--- config.mk ---
export PLATFORM = sky130hd
export DESIGN_NAME = master_slave_pwm
export DESIGN_NICKNAME = d
export VERILOG_FILES = /design/src/hdl/master_slave_pwm.v /design/src/hdl/clk_prescaler.v
export VERILOG_INCLUDE_DIRS = /design/src /design/src/shared
export SDC_FILE = /design/constraint.sdc
export NUM_CORES = 1
export LEC_CHECK = 0
export ABC_AREA = 0
export BUFFER_PORTS_ARGS = -buffer_cell sky130_fd_sc_hd__clkbuf_2
export CORE_MARGIN = 8
export CORE_UTILIZATION = 63
export DETAILED_ROUTE_END_ITERATION = 6
export GPL_ROUTABILITY_DRIVEN = 0
export GPL_TIMING_DRIVEN = 0
export HOLD_SLACK_MARGIN = 0.1
export MAX_ROUTING_LAYER = met4
export PLACE_DENSITY = 0.86
export REMOVE_ABC_BUFFERS = 1
export SLEW_MARGIN = 40
export SYNTH_ARGS = -nofsm -noshare
export SYNTH_HDL_FRONTEND = slang
export SYNTH_SLANG_ARGS = --single-unit
--- constraint.sdc ---
create_clock -name ref_clk_i -period 4.1 [get_ports ref_clk_i]
set_input_delay 1.025 -clock ref_clk_i [delete_from_list [all_inputs] [get_ports ref_clk_i]]
set_output_delay 1.025 -clock ref_clk_i [all_outputs]
set_load 0.01 [all_outputs]
--- src/shared/pwm_consts.vh ---
// Constants for the master/slave PWM generator
//------------------------------------------------------------------
//------------------------------------------------------------------
`ifndef PWM_CONSTS_VH
`define PWM_CONSTS_VH

//------------------------------------------------------------------
// Register offsets
//------------------------------------------------------------------
`define OFS_CLK_GATE 8'h00
`define OFS_START 8'h04
`define OFS_STOP 8'h08
`define OFS_STATUS 8'h0c
`define OFS_PERIOD 8'h10
`define OFS_DUTY 8'h14
`define OFS_PCNT 8'h18
`define OFS_DCNT 8'h1c
`define OFS_OUTCFG 8'h20
`define OFS_PRESC 8'h24

//------------------------------------------------------------------
// Field positions
//------------------------------------------------------------------
`define BIT_MASTER 0
`define BIT_SLAVE 1
`define BIT_LEVEL 0
`define BIT_OE 1
`define BIT_POL 2
`define BIT_MODE_M 3
`define BIT_MODE_S 4
`define BIT_SPLIT 5
`define BIT_CKSEL_M 6
`define BIT_CKSEL_S 7

//------------------------------------------------------------------
// Reset values, masks and compare constants
//------------------------------------------------------------------
`define RST_RELOAD 16'h0000
`define RST_PRESC 16'h0000
`define CNT_ONES 16'hffff
`define CNT_LOW 16'h00ff
`define CNT_ZERO 16'h0000
`define RD_ZERO 32'h0000_0000

`endif

--- src/hdl/master_slave_pwm.v ---
// Master/slave PWM generator with APB register access
//
// The register addresses and the APB slave port were decided locally.
`timescale 1ns/1ns
`include "pwm_consts.vh"
module master_slave_pwm #(
   parameter CW = 16,
   parameter DW = 8
) (
   input wire ref_clk_i,
   input wire nrst_i,
   input wire psel_i,
   input wire penable_i,
   input wire pwrite_i,
   input wire [7:0] paddr_i,
   input wire [31:0] pwdata_i,
   output wire [31:0] prdata_o,
   output wire pready_o,
   output wire pslverr_o,
   output wire pwm_out_o,
   output wire master_irq_o,
   output wire slave_irq_o
);

   //---------------------------------------------------------------
   // State
   //---------------------------------------------------------------
   reg gate_ff;
   reg m_en_ff;
   reg s_en_ff;
   reg [CW-1:0] period_ff;
   reg [CW-1:0] duty_ff;
   reg [CW-1:0] pcnt_ff;
   reg [CW-1:0] dcnt_ff;
   reg s_run_ff;
   reg act_ff;
   reg pin_ff;
   reg level_ff;
   reg oe_ff;
   reg pol_ff;
   reg mode_m_ff;
   reg mode_s_ff;
   reg split_ff;
   reg cksel_m_ff;
   reg cksel_s_ff;
   reg [2*DW-1:0] presc_ff;
   reg pready_ff;
   reg pslverr_ff;
   reg [31:0] prdata_ff;
   reg m_irq_ff;
   reg s_irq_ff;

   assign prdata_o = prdata_ff;
   assign pready_o = pready_ff;
   assign pslverr_o = pslverr_ff;
   assign pwm_out_o = pin_ff;
   assign master_irq_o = m_irq_ff;
   assign slave_irq_o = s_irq_ff;

   //---------------------------------------------------------------
   // Bus decode
   //---------------------------------------------------------------
   wire busy;
   wire unit_clr;
   wire ask;
   wire done;
   wire wr;
   wire blocked;
   reg hit;
   reg [31:0] rdata;
   wire wr_ok;

   assign busy = m_en_ff | s_en_ff;
   // Gate low reinitialises everything but the gate and bus
   assign unit_clr = ~nrst_i | ~gate_ff;
   // One wait state keeps pready and prdata on flip-flops
   assign ask = psel_i & penable_i & ~pready_ff;
   assign done = psel_i & penable_i & pready_ff;
   assign wr = done & pwrite_i;
   assign blocked = ~gate_ff & (paddr_i != `OFS_CLK_GATE);
   assign wr_ok = wr & hit & ~blocked;

   always @* begin
      hit = 1'b1;
      rdata = `RD_ZERO;
      case (paddr_i)
         `OFS_CLK_GATE: begin
            rdata[0] = gate_ff;
         end
         // Trigger bits always read back as zero
         `OFS_START: begin
            rdata = `RD_ZERO;
         end
         `OFS_STOP: begin
            rdata = `RD_ZERO;
         end
         `OFS_STATUS: begin
            rdata[`BIT_MASTER] = m_en_ff;
            rdata[`BIT_SLAVE] = s_en_ff;
         end
         `OFS_PERIOD: begin
            rdata[CW-1:0] = period_ff;
         end
         `OFS_DUTY: begin
            rdata[CW-1:0] = duty_ff;
         end
         // Counters readable while counting
         `OFS_PCNT: begin
            rdata[CW-1:0] = pcnt_ff;
         end
         `OFS_DCNT: begin
            rdata[CW-1:0] = dcnt_ff;
         end
         `OFS_OUTCFG: begin
            rdata[`BIT_LEVEL] = level_ff;
            rdata[`BIT_OE] = oe_ff;
            rdata[`BIT_POL] = pol_ff;
            rdata[`BIT_MODE_M] = mode_m_ff;
            rdata[`BIT_MODE_S] = mode_s_ff;
            rdata[`BIT_SPLIT] = split_ff;
            rdata[`BIT_CKSEL_M] = cksel_m_ff;
            rdata[`BIT_CKSEL_S] = cksel_s_ff;
         end
         `OFS_PRESC: begin
            rdata[2*DW-1:0] = presc_ff;
         end
         default: begin
            hit = 1'b0;
         end
      endcase
   end

   //---------------------------------------------------------------
   // Bus answer
   //---------------------------------------------------------------
   always @(posedge ref_clk_i) begin
      if (!nrst_i) begin
         pready_ff <= 1'b0;
         pslverr_ff <= 1'b0;
         prdata_ff <= `RD_ZERO;
      end else begin
         pready_ff <= ask;
         if (ask) begin
            pslverr_ff <= ~hit | blocked;
            if (blocked || pwrite_i) begin
               prdata_ff <= `RD_ZERO;
            end else begin
               prdata_ff <= rdata;
            end
         end else begin
            pslverr_ff <= 1'b0;
            prdata_ff <= `RD_ZERO;
         end
      end
   end

   //---------------------------------------------------------------
   // Triggers
   //---------------------------------------------------------------
   wire start_m;
   wire start_s;
   wire stop_m;
   wire stop_s;

   // Pulses only; nothing is stored, so the bits clear themselves
   assign start_m = wr_ok & (paddr_i == `OFS_START)
                    & pwdata_i[`BIT_MASTER];
   assign start_s = wr_ok & (paddr_i == `OFS_START)
                    & pwdata_i[`BIT_SLAVE];
   assign stop_m = wr_ok & (paddr_i == `OFS_STOP)
                   & pwdata_i[`BIT_MASTER];
   assign stop_s = wr_ok & (paddr_i == `OFS_STOP)
                   & pwdata_i[`BIT_SLAVE];

   //---------------------------------------------------------------
   // Prescaled count clocks
   //---------------------------------------------------------------
   wire [1:0] tick;
   wire tick_m;
   wire tick_s;

   genvar g;
   generate
      for (g = 0; g < 2; g = g + 1) begin : g_presc
         clk_prescaler #(
            .W(DW)
         ) u_presc (
            .ref_clk_i(ref_clk_i),
            .nrst_i(nrst_i),
            .run_i(gate_ff),
            .div_i(presc_ff[g*DW +: DW]),
            .tick_o(tick[g])
         );
      end
   endgenerate

   // Each channel follows its own select; mismatched selects misbehave
   assign tick_m = cksel_m_ff ? tick[1] : tick[0];
   assign tick_s = cksel_s_ff ? tick[1] : tick[0];

   //---------------------------------------------------------------
   // Configuration registers
   //---------------------------------------------------------------
   always @(posedge ref_clk_i) begin
      if (!nrst_i) begin
         gate_ff <= 1'b0;
      end else if (wr && paddr_i == `OFS_CLK_GATE) begin
         gate_ff <= pwdata_i[0];
      end
   end

   always @(posedge ref_clk_i) begin
      if (unit_clr) begin
         period_ff <= `RST_RELOAD;
         duty_ff <= `RST_RELOAD;
         presc_ff <= `RST_PRESC;
         level_ff <= 1'b0;
         oe_ff <= 1'b0;
         pol_ff <= 1'b0;
         mode_m_ff <= 1'b0;
         mode_s_ff <= 1'b0;
         split_ff <= 1'b0;
         cksel_m_ff <= 1'b0;
         cksel_s_ff <= 1'b0;
      end else begin
         // Reloads are held here and only copied at a master event
         if (wr_ok && paddr_i == `OFS_PERIOD) begin
            period_ff <= pwdata_i[CW-1:0];
         end
         if (wr_ok && paddr_i == `OFS_DUTY) begin
            duty_ff <= pwdata_i[CW-1:0];
         end
         if (wr_ok && paddr_i == `OFS_PRESC && !busy) begin
            presc_ff <= pwdata_i[2*DW-1:0];
         end
         if (wr_ok && paddr_i == `OFS_OUTCFG) begin
            level_ff <= pwdata_i[`BIT_LEVEL];
            oe_ff <= pwdata_i[`BIT_OE];
            pol_ff <= pwdata_i[`BIT_POL];
            // Structural settings frozen while running
            if (!busy) begin
               mode_m_ff <= pwdata_i[`BIT_MODE_M];
               mode_s_ff <= pwdata_i[`BIT_MODE_S];
               split_ff <= pwdata_i[`BIT_SPLIT];
               cksel_m_ff <= pwdata_i[`BIT_CKSEL_M];
               cksel_s_ff <= pwdata_i[`BIT_CKSEL_S];
            end
         end
      end
   end

   //---------------------------------------------------------------
   // Enable status
   //---------------------------------------------------------------
   always @(posedge ref_clk_i) begin
      if (unit_clr) begin
         m_en_ff <= 1'b0;
         s_en_ff <= 1'b0;
      end else begin
         // Start is written last so it wins over a same-cycle stop
         if (stop_m) begin
            m_en_ff <= 1'b0;
         end
         if (start_m) begin
            m_en_ff <= 1'b1;
         end
         if (stop_s) begin
            s_en_ff <= 1'b0;
         end
         if (start_s) begin
            s_en_ff <= 1'b1;
         end
      end
   end

   //---------------------------------------------------------------
   // Master channel
   //---------------------------------------------------------------
   wire m_run;
   wire m_evt;

   assign m_run = m_en_ff & ~stop_m & tick_m;
   // Event on start and on every underflow from zero
   assign m_evt = start_m | (m_run & (pcnt_ff == `CNT_ZERO));

   always @(posedge ref_clk_i) begin
      if (unit_clr) begin
         pcnt_ff <= `CNT_ONES;
         m_irq_ff <= 1'b0;
      end else begin
         m_irq_ff <= m_evt;
         if (m_evt) begin
            // Zero is one more tick, so period is reload plus one
            pcnt_ff <= period_ff;
         end else if (m_run) begin
            pcnt_ff <= pcnt_ff - {{(CW-1){1'b0}}, 1'b1};
         end
      end
   end

   //---------------------------------------------------------------
   // Slave channel
   //---------------------------------------------------------------
   wire [CW-1:0] dmask;
   wire s_load;
   wire s_step;
   wire d_zero;
   wire s_end;

   assign dmask = split_ff ? `CNT_LOW : `CNT_ONES;
   assign s_load = m_evt & (s_en_ff | start_s) & ~stop_s;
   assign s_step = s_en_ff & s_run_ff & tick_s & ~stop_s;
   assign d_zero = (dcnt_ff & dmask) == `CNT_ZERO;
   // A reload on the same tick outranks the end, which keeps 100%
   assign s_end = s_step & ~s_load & d_zero;

   always @(posedge ref_clk_i) begin
      if (unit_clr) begin
         dcnt_ff <= `CNT_ONES;
         s_run_ff <= 1'b0;
         s_irq_ff <= 1'b0;
      end else begin
         s_irq_ff <= s_end;
         if (s_load) begin
            dcnt_ff <= duty_ff & dmask;
            s_run_ff <= 1'b1;
         end else if (s_end) begin
            dcnt_ff <= `CNT_ONES;
            s_run_ff <= 1'b0;
         end else if (s_step) begin
            dcnt_ff <= (dcnt_ff - {{(CW-1){1'b0}}, 1'b1}) & dmask;
         end
      end
   end

   //---------------------------------------------------------------
   // Output
   //---------------------------------------------------------------
   always @(posedge ref_clk_i) begin
      if (unit_clr) begin
         act_ff <= 1'b0;
      end else if (mode_s_ff) begin
         // Slave output mode: set on first tick, clear at zero
         if (s_end) begin
            act_ff <= 1'b0;
         end else if (s_step && !s_load) begin
            act_ff <= 1'b1;
         end
      end else if (s_end) begin
         // Master output mode just toggles on each end
         act_ff <= ~act_ff;
      end
   end

   // Stopped channels leave act_ff alone, so the pin holds
   always @(posedge ref_clk_i) begin
      if (unit_clr) begin
         pin_ff <= 1'b0;
      end else if (oe_ff) begin
         pin_ff <= act_ff ^ pol_ff;
      end else begin
         pin_ff <= level_ff;
      end
   end

endmodule // master_slave_pwm

--- src/hdl/clk_prescaler.v ---
// Divider that makes one count-clock tick every div plus one cycles
`timescale 1ns/1ns
module clk_prescaler #(
   parameter W = 8
) (
   input wire ref_clk_i,
   input wire nrst_i,
   input wire run_i,
   input wire [W-1:0] div_i,
   output wire tick_o
);

   reg [W-1:0] cnt_ff;
   reg tick_ff;

   assign tick_o = tick_ff;

   always @(posedge ref_clk_i) begin
      if (!nrst_i || !run_i) begin
         cnt_ff <= {W{1'b0}};
         tick_ff <= 1'b0;
      end else if (cnt_ff == div_i) begin
         cnt_ff <= {W{1'b0}};
         tick_ff <= 1'b1;
      end else begin
         cnt_ff <= cnt_ff + {{(W-1){1'b0}}, 1'b1};
         tick_ff <= 1'b0;
      end
   end

endmodule // clk_prescaler

After elaboration in Yosys (flattened, before gate mapping). Cells that the tools add are included.

Register bits after elaboration: 148. Latch bits: 0. Bits in writable memories: 0. Memory bits (read-only): 0. Input bits: 45. Output and inout port bits: 37. Logic and storage cells: 144. Memories kept: 0.

Add/subtract/negate cells: 4. Multipliers: 0. Divide/modulo/power cells: 0. Order comparisons: 0. Equal/unequal tests: 11. Shift operators: 0. Muxes and demuxes: 26. Bitwise operators: 43. Reduce and logical (&&, ||, !) cells: 31.

Operators by type and width (number): 16-bit two-way mux (6); 16-bit bitwise AND (3); 8-bit case mux with 5 select lines (1); 6-bit case mux with 6 select lines (1); 8-bit by 5-bit == test with 1-bit output (second input constant) (4); 16-bit logical NOT (2); 16-bit by 1-bit subtractor with 16-bit output (second input constant) (2); 1-bit bitwise AND (23); 8-bit by 1-bit adder with 8-bit output (second input constant) (2); 8-bit by 4-bit == test with 1-bit output (second input constant) (2); 8-bit by 6-bit == test with 1-bit output (second input constant) (2); 8-bit == test (2); 1-bit two-way mux (16); 2-bit nonzero test (6); 1-bit NOT (11); 10-bit OR reduction (1); 8-bit by 3-bit == test with 1-bit output (second input constant) (1); 8-bit logical NOT (1); 1-bit case mux with 8 select lines (1); 8-bit nonzero test (1); 1-bit logical AND (7); 1-bit case mux with 7 select lines (1); 2-bit AND reduction (3); 1-bit OR (5); other kinds (6) (11).

Longest topological paths before layout.
Word-level depth: 19. Depth in mapped cells: 10. Mapped depth without buffers: 8.

Cells and area by module. Synthesis repeated with hierarchy kept, for this count alone.

Cells, all modules: 817. Area total of the unflattened synthesis: 6672.6 um^2.

By module, submodules not included: master_slave_pwm (times used 1, cells an instance 723, area each 5701.7 um^2, seq. area each 2282.2 um^2); clk_prescaler (times used 2, cells an instance 47, area each 485.5 um^2, seq. area each 180.2 um^2).

Worst setup path after synthesis. No wires, ideal clock.

Path type: input port to flip-flop. Start point: input paddr_i[5]. End point: register pcnt_ff[12]. Library setup time: 0.122 ns. Data arrival time: 2.813 ns. Required time: 3.978 ns. Path slack: 1.165 ns. Stages: 6. Path through: nor4_4 -> o211ai_1 -> o2111a_2 -> nor2_2 -> mux2_2 -> o32a_1.

Word-level cells in the longest chain between the ends: 13. Elaborated cells on any way between the ends: 28. Classes of those cells: 9 x eq/ne; 2 x mux; 13 x bitwise; 4 x reduce/logical.

RTL lines: from (decl) (line master_slave_pwm.v:15) `input wire [7:0] paddr_i,`; 8-bit by 3-bit == test with 1-bit output (tied with other cells) (line master_slave_pwm.v:86) `case (paddr_i)`; 10-bit OR reduction (no source line); 1-bit two-way mux (line master_slave_pwm.v:86); 1-bit bitwise AND (2 in series) (line master_slave_pwm.v:81) `assign wr_ok = wr & hit & ~blocked;`; 1-bit bitwise AND (2 in series) (line master_slave_pwm.v:170) `` assign stop_m = wr_ok & (paddr_i == `OFS_STOP) ``; 1-bit NOT (line master_slave_pwm.v:282) `assign m_run = m_en_ff & ~stop_m & tick_m;`; 1-bit bitwise AND (2 in series) (line master_slave_pwm.v:282); 1-bit bitwise AND (line master_slave_pwm.v:284) `` assign m_evt = start_m | (m_run & (pcnt_ff == `CNT_ZERO)); ``; 1-bit OR (line master_slave_pwm.v:284); 16-bit two-way mux or 2-bit nonzero test (tied branches); to (signal assigned) (line master_slave_pwm.v:288) `` pcnt_ff <= `CNT_ONES; ``; to (signal assigned) (line master_slave_pwm.v:294) `pcnt_ff <= period_ff;`; to (signal assigned) (line master_slave_pwm.v:296) `pcnt_ff <= pcnt_ff - {{(CW-1){1'b0}}, 1'b1};`; to (decl) (line master_slave_pwm.v:33) `reg [CW-1:0] pcnt_ff;`.

Several ways; a longest one is shown, not always the timed one. A chain may end at the register's enable or synchronous reset.

Worst setup path in the final report.
Start point: input paddr_i[1]. End point: register dcnt_ff[9].

Word-level cells in the longest chain between the ends: 19. Elaborated cells on any way between the ends: 39. Classes of those cells: 9 x eq/ne; 3 x mux; 23 x bitwise; 4 x reduce/logical.

RTL lines: 8-bit by 3-bit == test with 1-bit output (tied with other cells) (line master_slave_pwm.v:86); 10-bit OR reduction (no source line); 1-bit two-way mux (line master_slave_pwm.v:86); 1-bit bitwise AND (2 in series) (line master_slave_pwm.v:81); 1-bit bitwise AND (line master_slave_pwm.v:170, master_slave_pwm.v:172); 1-bit bitwise AND (line master_slave_pwm.v:170); 1-bit NOT (line master_slave_pwm.v:282); 1-bit bitwise AND (2 in series) (line master_slave_pwm.v:282); 1-bit bitwise AND (line master_slave_pwm.v:284); 1-bit OR (line master_slave_pwm.v:284); 1-bit bitwise AND (2 in series) (line master_slave_pwm.v:311) `assign s_load = m_evt & (s_en_ff | start_s) & ~stop_s;`; 1-bit NOT (line master_slave_pwm.v:315) `assign s_end = s_step & ~s_load & d_zero;`; 1-bit bitwise AND (2 in series) (line master_slave_pwm.v:315); 16-bit two-way mux (line master_slave_pwm.v:327) `end else if (s_end) begin`; 16-bit two-way mux (line master_slave_pwm.v:324) `if (s_load) begin`; to (signal assigned) (line master_slave_pwm.v:319) `` dcnt_ff <= `CNT_ONES; ``; to (signal assigned) (line master_slave_pwm.v:325) `dcnt_ff <= duty_ff & dmask;`; to (signal assigned) (line master_slave_pwm.v:328) `` dcnt_ff <= `CNT_ONES; ``; to (decl) (line master_slave_pwm.v:34) `reg [CW-1:0] dcnt_ff;`.

Several ways; a longest one is shown, not always the timed one.

==> reports/metrics.sh <==
SETUP_VIOL=0
POST-ROUTE-DRC-COUNT=3
LEADING_CELL_TYPES_BY_COUNT_AFTER_SYNTHESIS='dfxtp_1 (132), nor2_1 (99), mux2i_1 (68)'
SETUP.WORST_PATH.START_CLASS='input pin'
SHARE_OF_POST_ROUTE_CELLS_WITH_DRIVE_STRENGTH_ABOVE_1_PCT=13.79
WORST_SETUP_SLACK_BEFORE_CLOCK_TREE_SYNTHESIS_PS=291.7
SETUP.WORST_PATH.CLASS='input pin to register'
POST_DRT_WL_PER_CELL_UM=20.85
GRT_PASS1_VIAS=6116
DIE_HEIGHT_UM=118.1
YS_FF_LATCH=132
CTS_HOLD_BUF=0
WORST_HOLD_START='g_presc[1].u_presc.cnt_ff[0]'
HIGHEST-SIGNAL-LAYER='met4'
SYN_TO_FINAL_GROWTH_PCT=12.58
MET1WIRELENGTH_UM=7257
MET2_WL_POST_DR_UM=9042
INITIAL_UTILIZATION_PCT=64.24
WORST_IR_DROP_VDD_mV=0.3131
FINAL.MIN_CLOCK_PERIOD_PS=3398
MAX_CAP_VIOL_COUNT=0
OUTCOME='finished, violations left'
WORST_SLACK_PS=701.8
RSZ0062_AT_GRT='false'
ROUTED-WL-MET3_UM=2059
DRTPASS1ITERATIONS=7
BUFFER_PORTS.INSERTED=49
DETAILED_PLACE_HPWL_UM=12890
WORST_PIN_SLEW_PS=842.8
DRTITER0DRC=878
CTSLONGESTPATHBUFFERS=2
DIODES=0
POSTROUTEWIRELENGTH_UM=19160
SYNTHESIS.AREA_MM2=0.006573
POWER_DENS_CELLS_mW_PER_MM2=380.6
GRT_START_MAX_NET_PINS=48
PATH_CLK_SLEW_PS=60
VIOLATED_CHECKS='design-rule violations'
R2R_START='pcnt_ff[0]'
YOSYS.CELL_TYPES.COUNT=60
ENDPOINT='dcnt_ff[9]'
POST-CTS-SETUP-BUFFER-COUNT=0
SYNTH_LARGEST_AREA_CELL='dfxtp_1'
HOLDWS_PS=505.1
CRITPATHLAUNCH='paddr_i[1]'
WORSTSKEWPAIRLATENCY_PS=550
REPORT.FINAL.HOLD_VIOL_COUNT=0
PWR_TOTAL_mW=2.817
CTS_HTREE_LEVELS=4
GRT_USAGE_PCT=27.92
GRT_FIRST_PASS_WIRELENGTH_UM=30730
YOSYS.CELL_COUNT.TOP_TYPE='dfxtp_1'
CTS_TREE='built'
MAXSLEWVIOLCOUNT=0
DIEAREA_MM2=0.01396
VIA_COUNT_OF_THE_ROUTED_DESIGN=6226
MAX_SLEW_MARGIN_PCT=43.61
SYNTHFLOPTYPE='dfxtp_1'
CLOCK-SINKS=132
CP.REQUIRED_PS=4520
DETAIL-ROUTE-ANTENNA-NETS=0
SYNTHESIS.AREA_PER_INSTANCE_UM2=8.858
END_KIND='register'
POST_SYNTH_MAIN_AREA_CONTRIBUTORS='dfxtp_1 (40%), mux2i_1 (10%), nor2_1 (5.7%)'
ROUTED_VIA_DENSITY=6.775
UTILIZATION_PCT=72.32
IOS=82
DIE_X_UM=118.1
REGTOREGSETUPSLACK_PS=950
NETLIST.AREA_LEADER.SHARE_PCT=40.21
ENDPOINT_OF_THE_LOWEST_SLACK_REGISTER_TO_REGISTER_PATH='dcnt_ff[9]'
FINALNETCOUNT=820
SYNTH_SEQUENTIAL_AREA_RATIO_PCT=40.21
SYNTH-EDFF-COUNT=0
CORE.ROWCOUNT=37
YOSYSWARNINGS=0
ASYNCSETRESETFLOPFRACSYNTH_PCT=0
P_LEAK_nW=2.598
FINAL.PERIOD_UTILIZATION_PCT=82.88
CTS_BUFFERS=17
FINALCLOCKSKEW_PS=7.789
GRT_ANTENNA_BEFORE_REPAIR=0
CRITPATHARRIVALTIME_PS=3820
GR-TOTAL-OVERFLOW=0
TIMING.CRITICAL_PATH.FANOUT_MAX=33
WORSTHOLDPATHTYPE='register to register'
CTS.ROOT.BUFFER_CELL='clkbuf_8'
WORST-R2R-CELL-COUNT=8
POSTSYNTHCELLCOUNT=742
TIMING.FMAX_GHz=0.2943
CTS-RESIZED-GATES=0
CORE_AREA_MM2=0.01023
-- power by group --
group | switching (mW) | internal (mW)
Sequential | 0.000436 | 1.28
Clock | 0.582 | 0.896
Combinational | 0.0393 | 0.0159
Total | 0.622 | 2.20
-- final cells by class --
class | count | area (um2)
Inverter | 6 | 22.52
Tap cell | 136 | 170.2
Fill cell | 703 | 2831
Timing Repair Buffer | 53 | 302.8
Sequential cell | 132 | 2643
Clock buffer | 20 | 445.4
Clock inverter | 12 | 130.1
Multi-Input combinational cell | 560 | 3686
-- stage by stage --
| stage | setup TNS, ps | instance area (um2) | cells |
|---|---|---|---|
| detailed placement | 0 | 6817 | 887 |
| CTS | 0 | 7392 | 919 |
| global placement | -23190 | 6723 | 883 |
| finish | 0 | 7400 | 919 |
| floorplan | 0 | 6307 | 698 |
| global route | 0 | 7400 | 919 |
-- metal layers --
metal | GRT usage [%] | vias up
li1 | - | 2769
met1 | 31.44 | 2916
met2 | 43.52 | 454
met3 | 8.091 | 87
met4 | 16.41 | 0
met5 | - | -
-- sequential cells by signal (all words and copies together) (netlist names), 2 cells and up --
register,flops
dcnt_ff,16
duty_ff,16
g_presc.u_presc.cnt_ff,16
g_presc.u_presc.tick_o,2
pcnt_ff,16
period_ff,16
prdata_o,16
presc_ff,16
-- worst max-delay path, cell delays in order --
cell and delay (ps):
clkbuf_2 160, nor4_1 680, and2_1 290, nand4_1 220, a2bb2oi_4 750, nor4_1 120
or4_1 550
-- how the worst min path moves through the flow --
stage                                              end  slack [ps]  cells past startpoint
final                     g_presc[1].u_presc.cnt_ff[0]         510                      1
after global routing      g_presc[1].u_presc.cnt_ff[0]         530                      1
after CTS                                   dcnt_ff[0]         500                      1
after detailed placement                    dcnt_ff[0]         490                      1
after global placement    g_presc[1].u_presc.cnt_ff[0]         470                      1
after floorplan           g_presc[1].u_presc.cnt_ff[0]         450                      1
-- kinds of logic after synthesis --
family | synth area share, %
simple gates | 21.87
buf+inv | 5.235
flops | 40.21
mux | 11.04
compound gates | 15.97
fa+ha+maj | 0.9518
other cells | 0.05706
xor+xnor | 4.664
-- cell usage in the layout (no fill, tap or decap), types with 3 or more instances in the layout --
cell type	n
o21a_1	5
nand2_1	49
nor2b_1	4
clkbuf_2	49
and2_1	8
nand4b_1	5
ha_1	5
mux2i_1	68
or2_2	3
a222oi_1	17
clkbuf_8	3
nor3b_1	3
and3_1	10
nor4_1	15
nand4_1	12
o32a_1	5
dfxtp_1	132
o21ai_0	27
a31oi_1	11
mux2_2	4
a211oi_1	3
or3_1	6
a21oi_1	35
clkbuf_16	16
nor3_1	20
nor2_1	99
nand3_1	23
xnor2_1	7
o211ai_1	5
xor2_1	28
a22oi_1	20
conb_1	16
clkinv_2	3
inv_1	6
or4_1	5
clkinvlp_4	5
a221oi_1	4
Note: power is estimated with default switching activity, not from simulation.
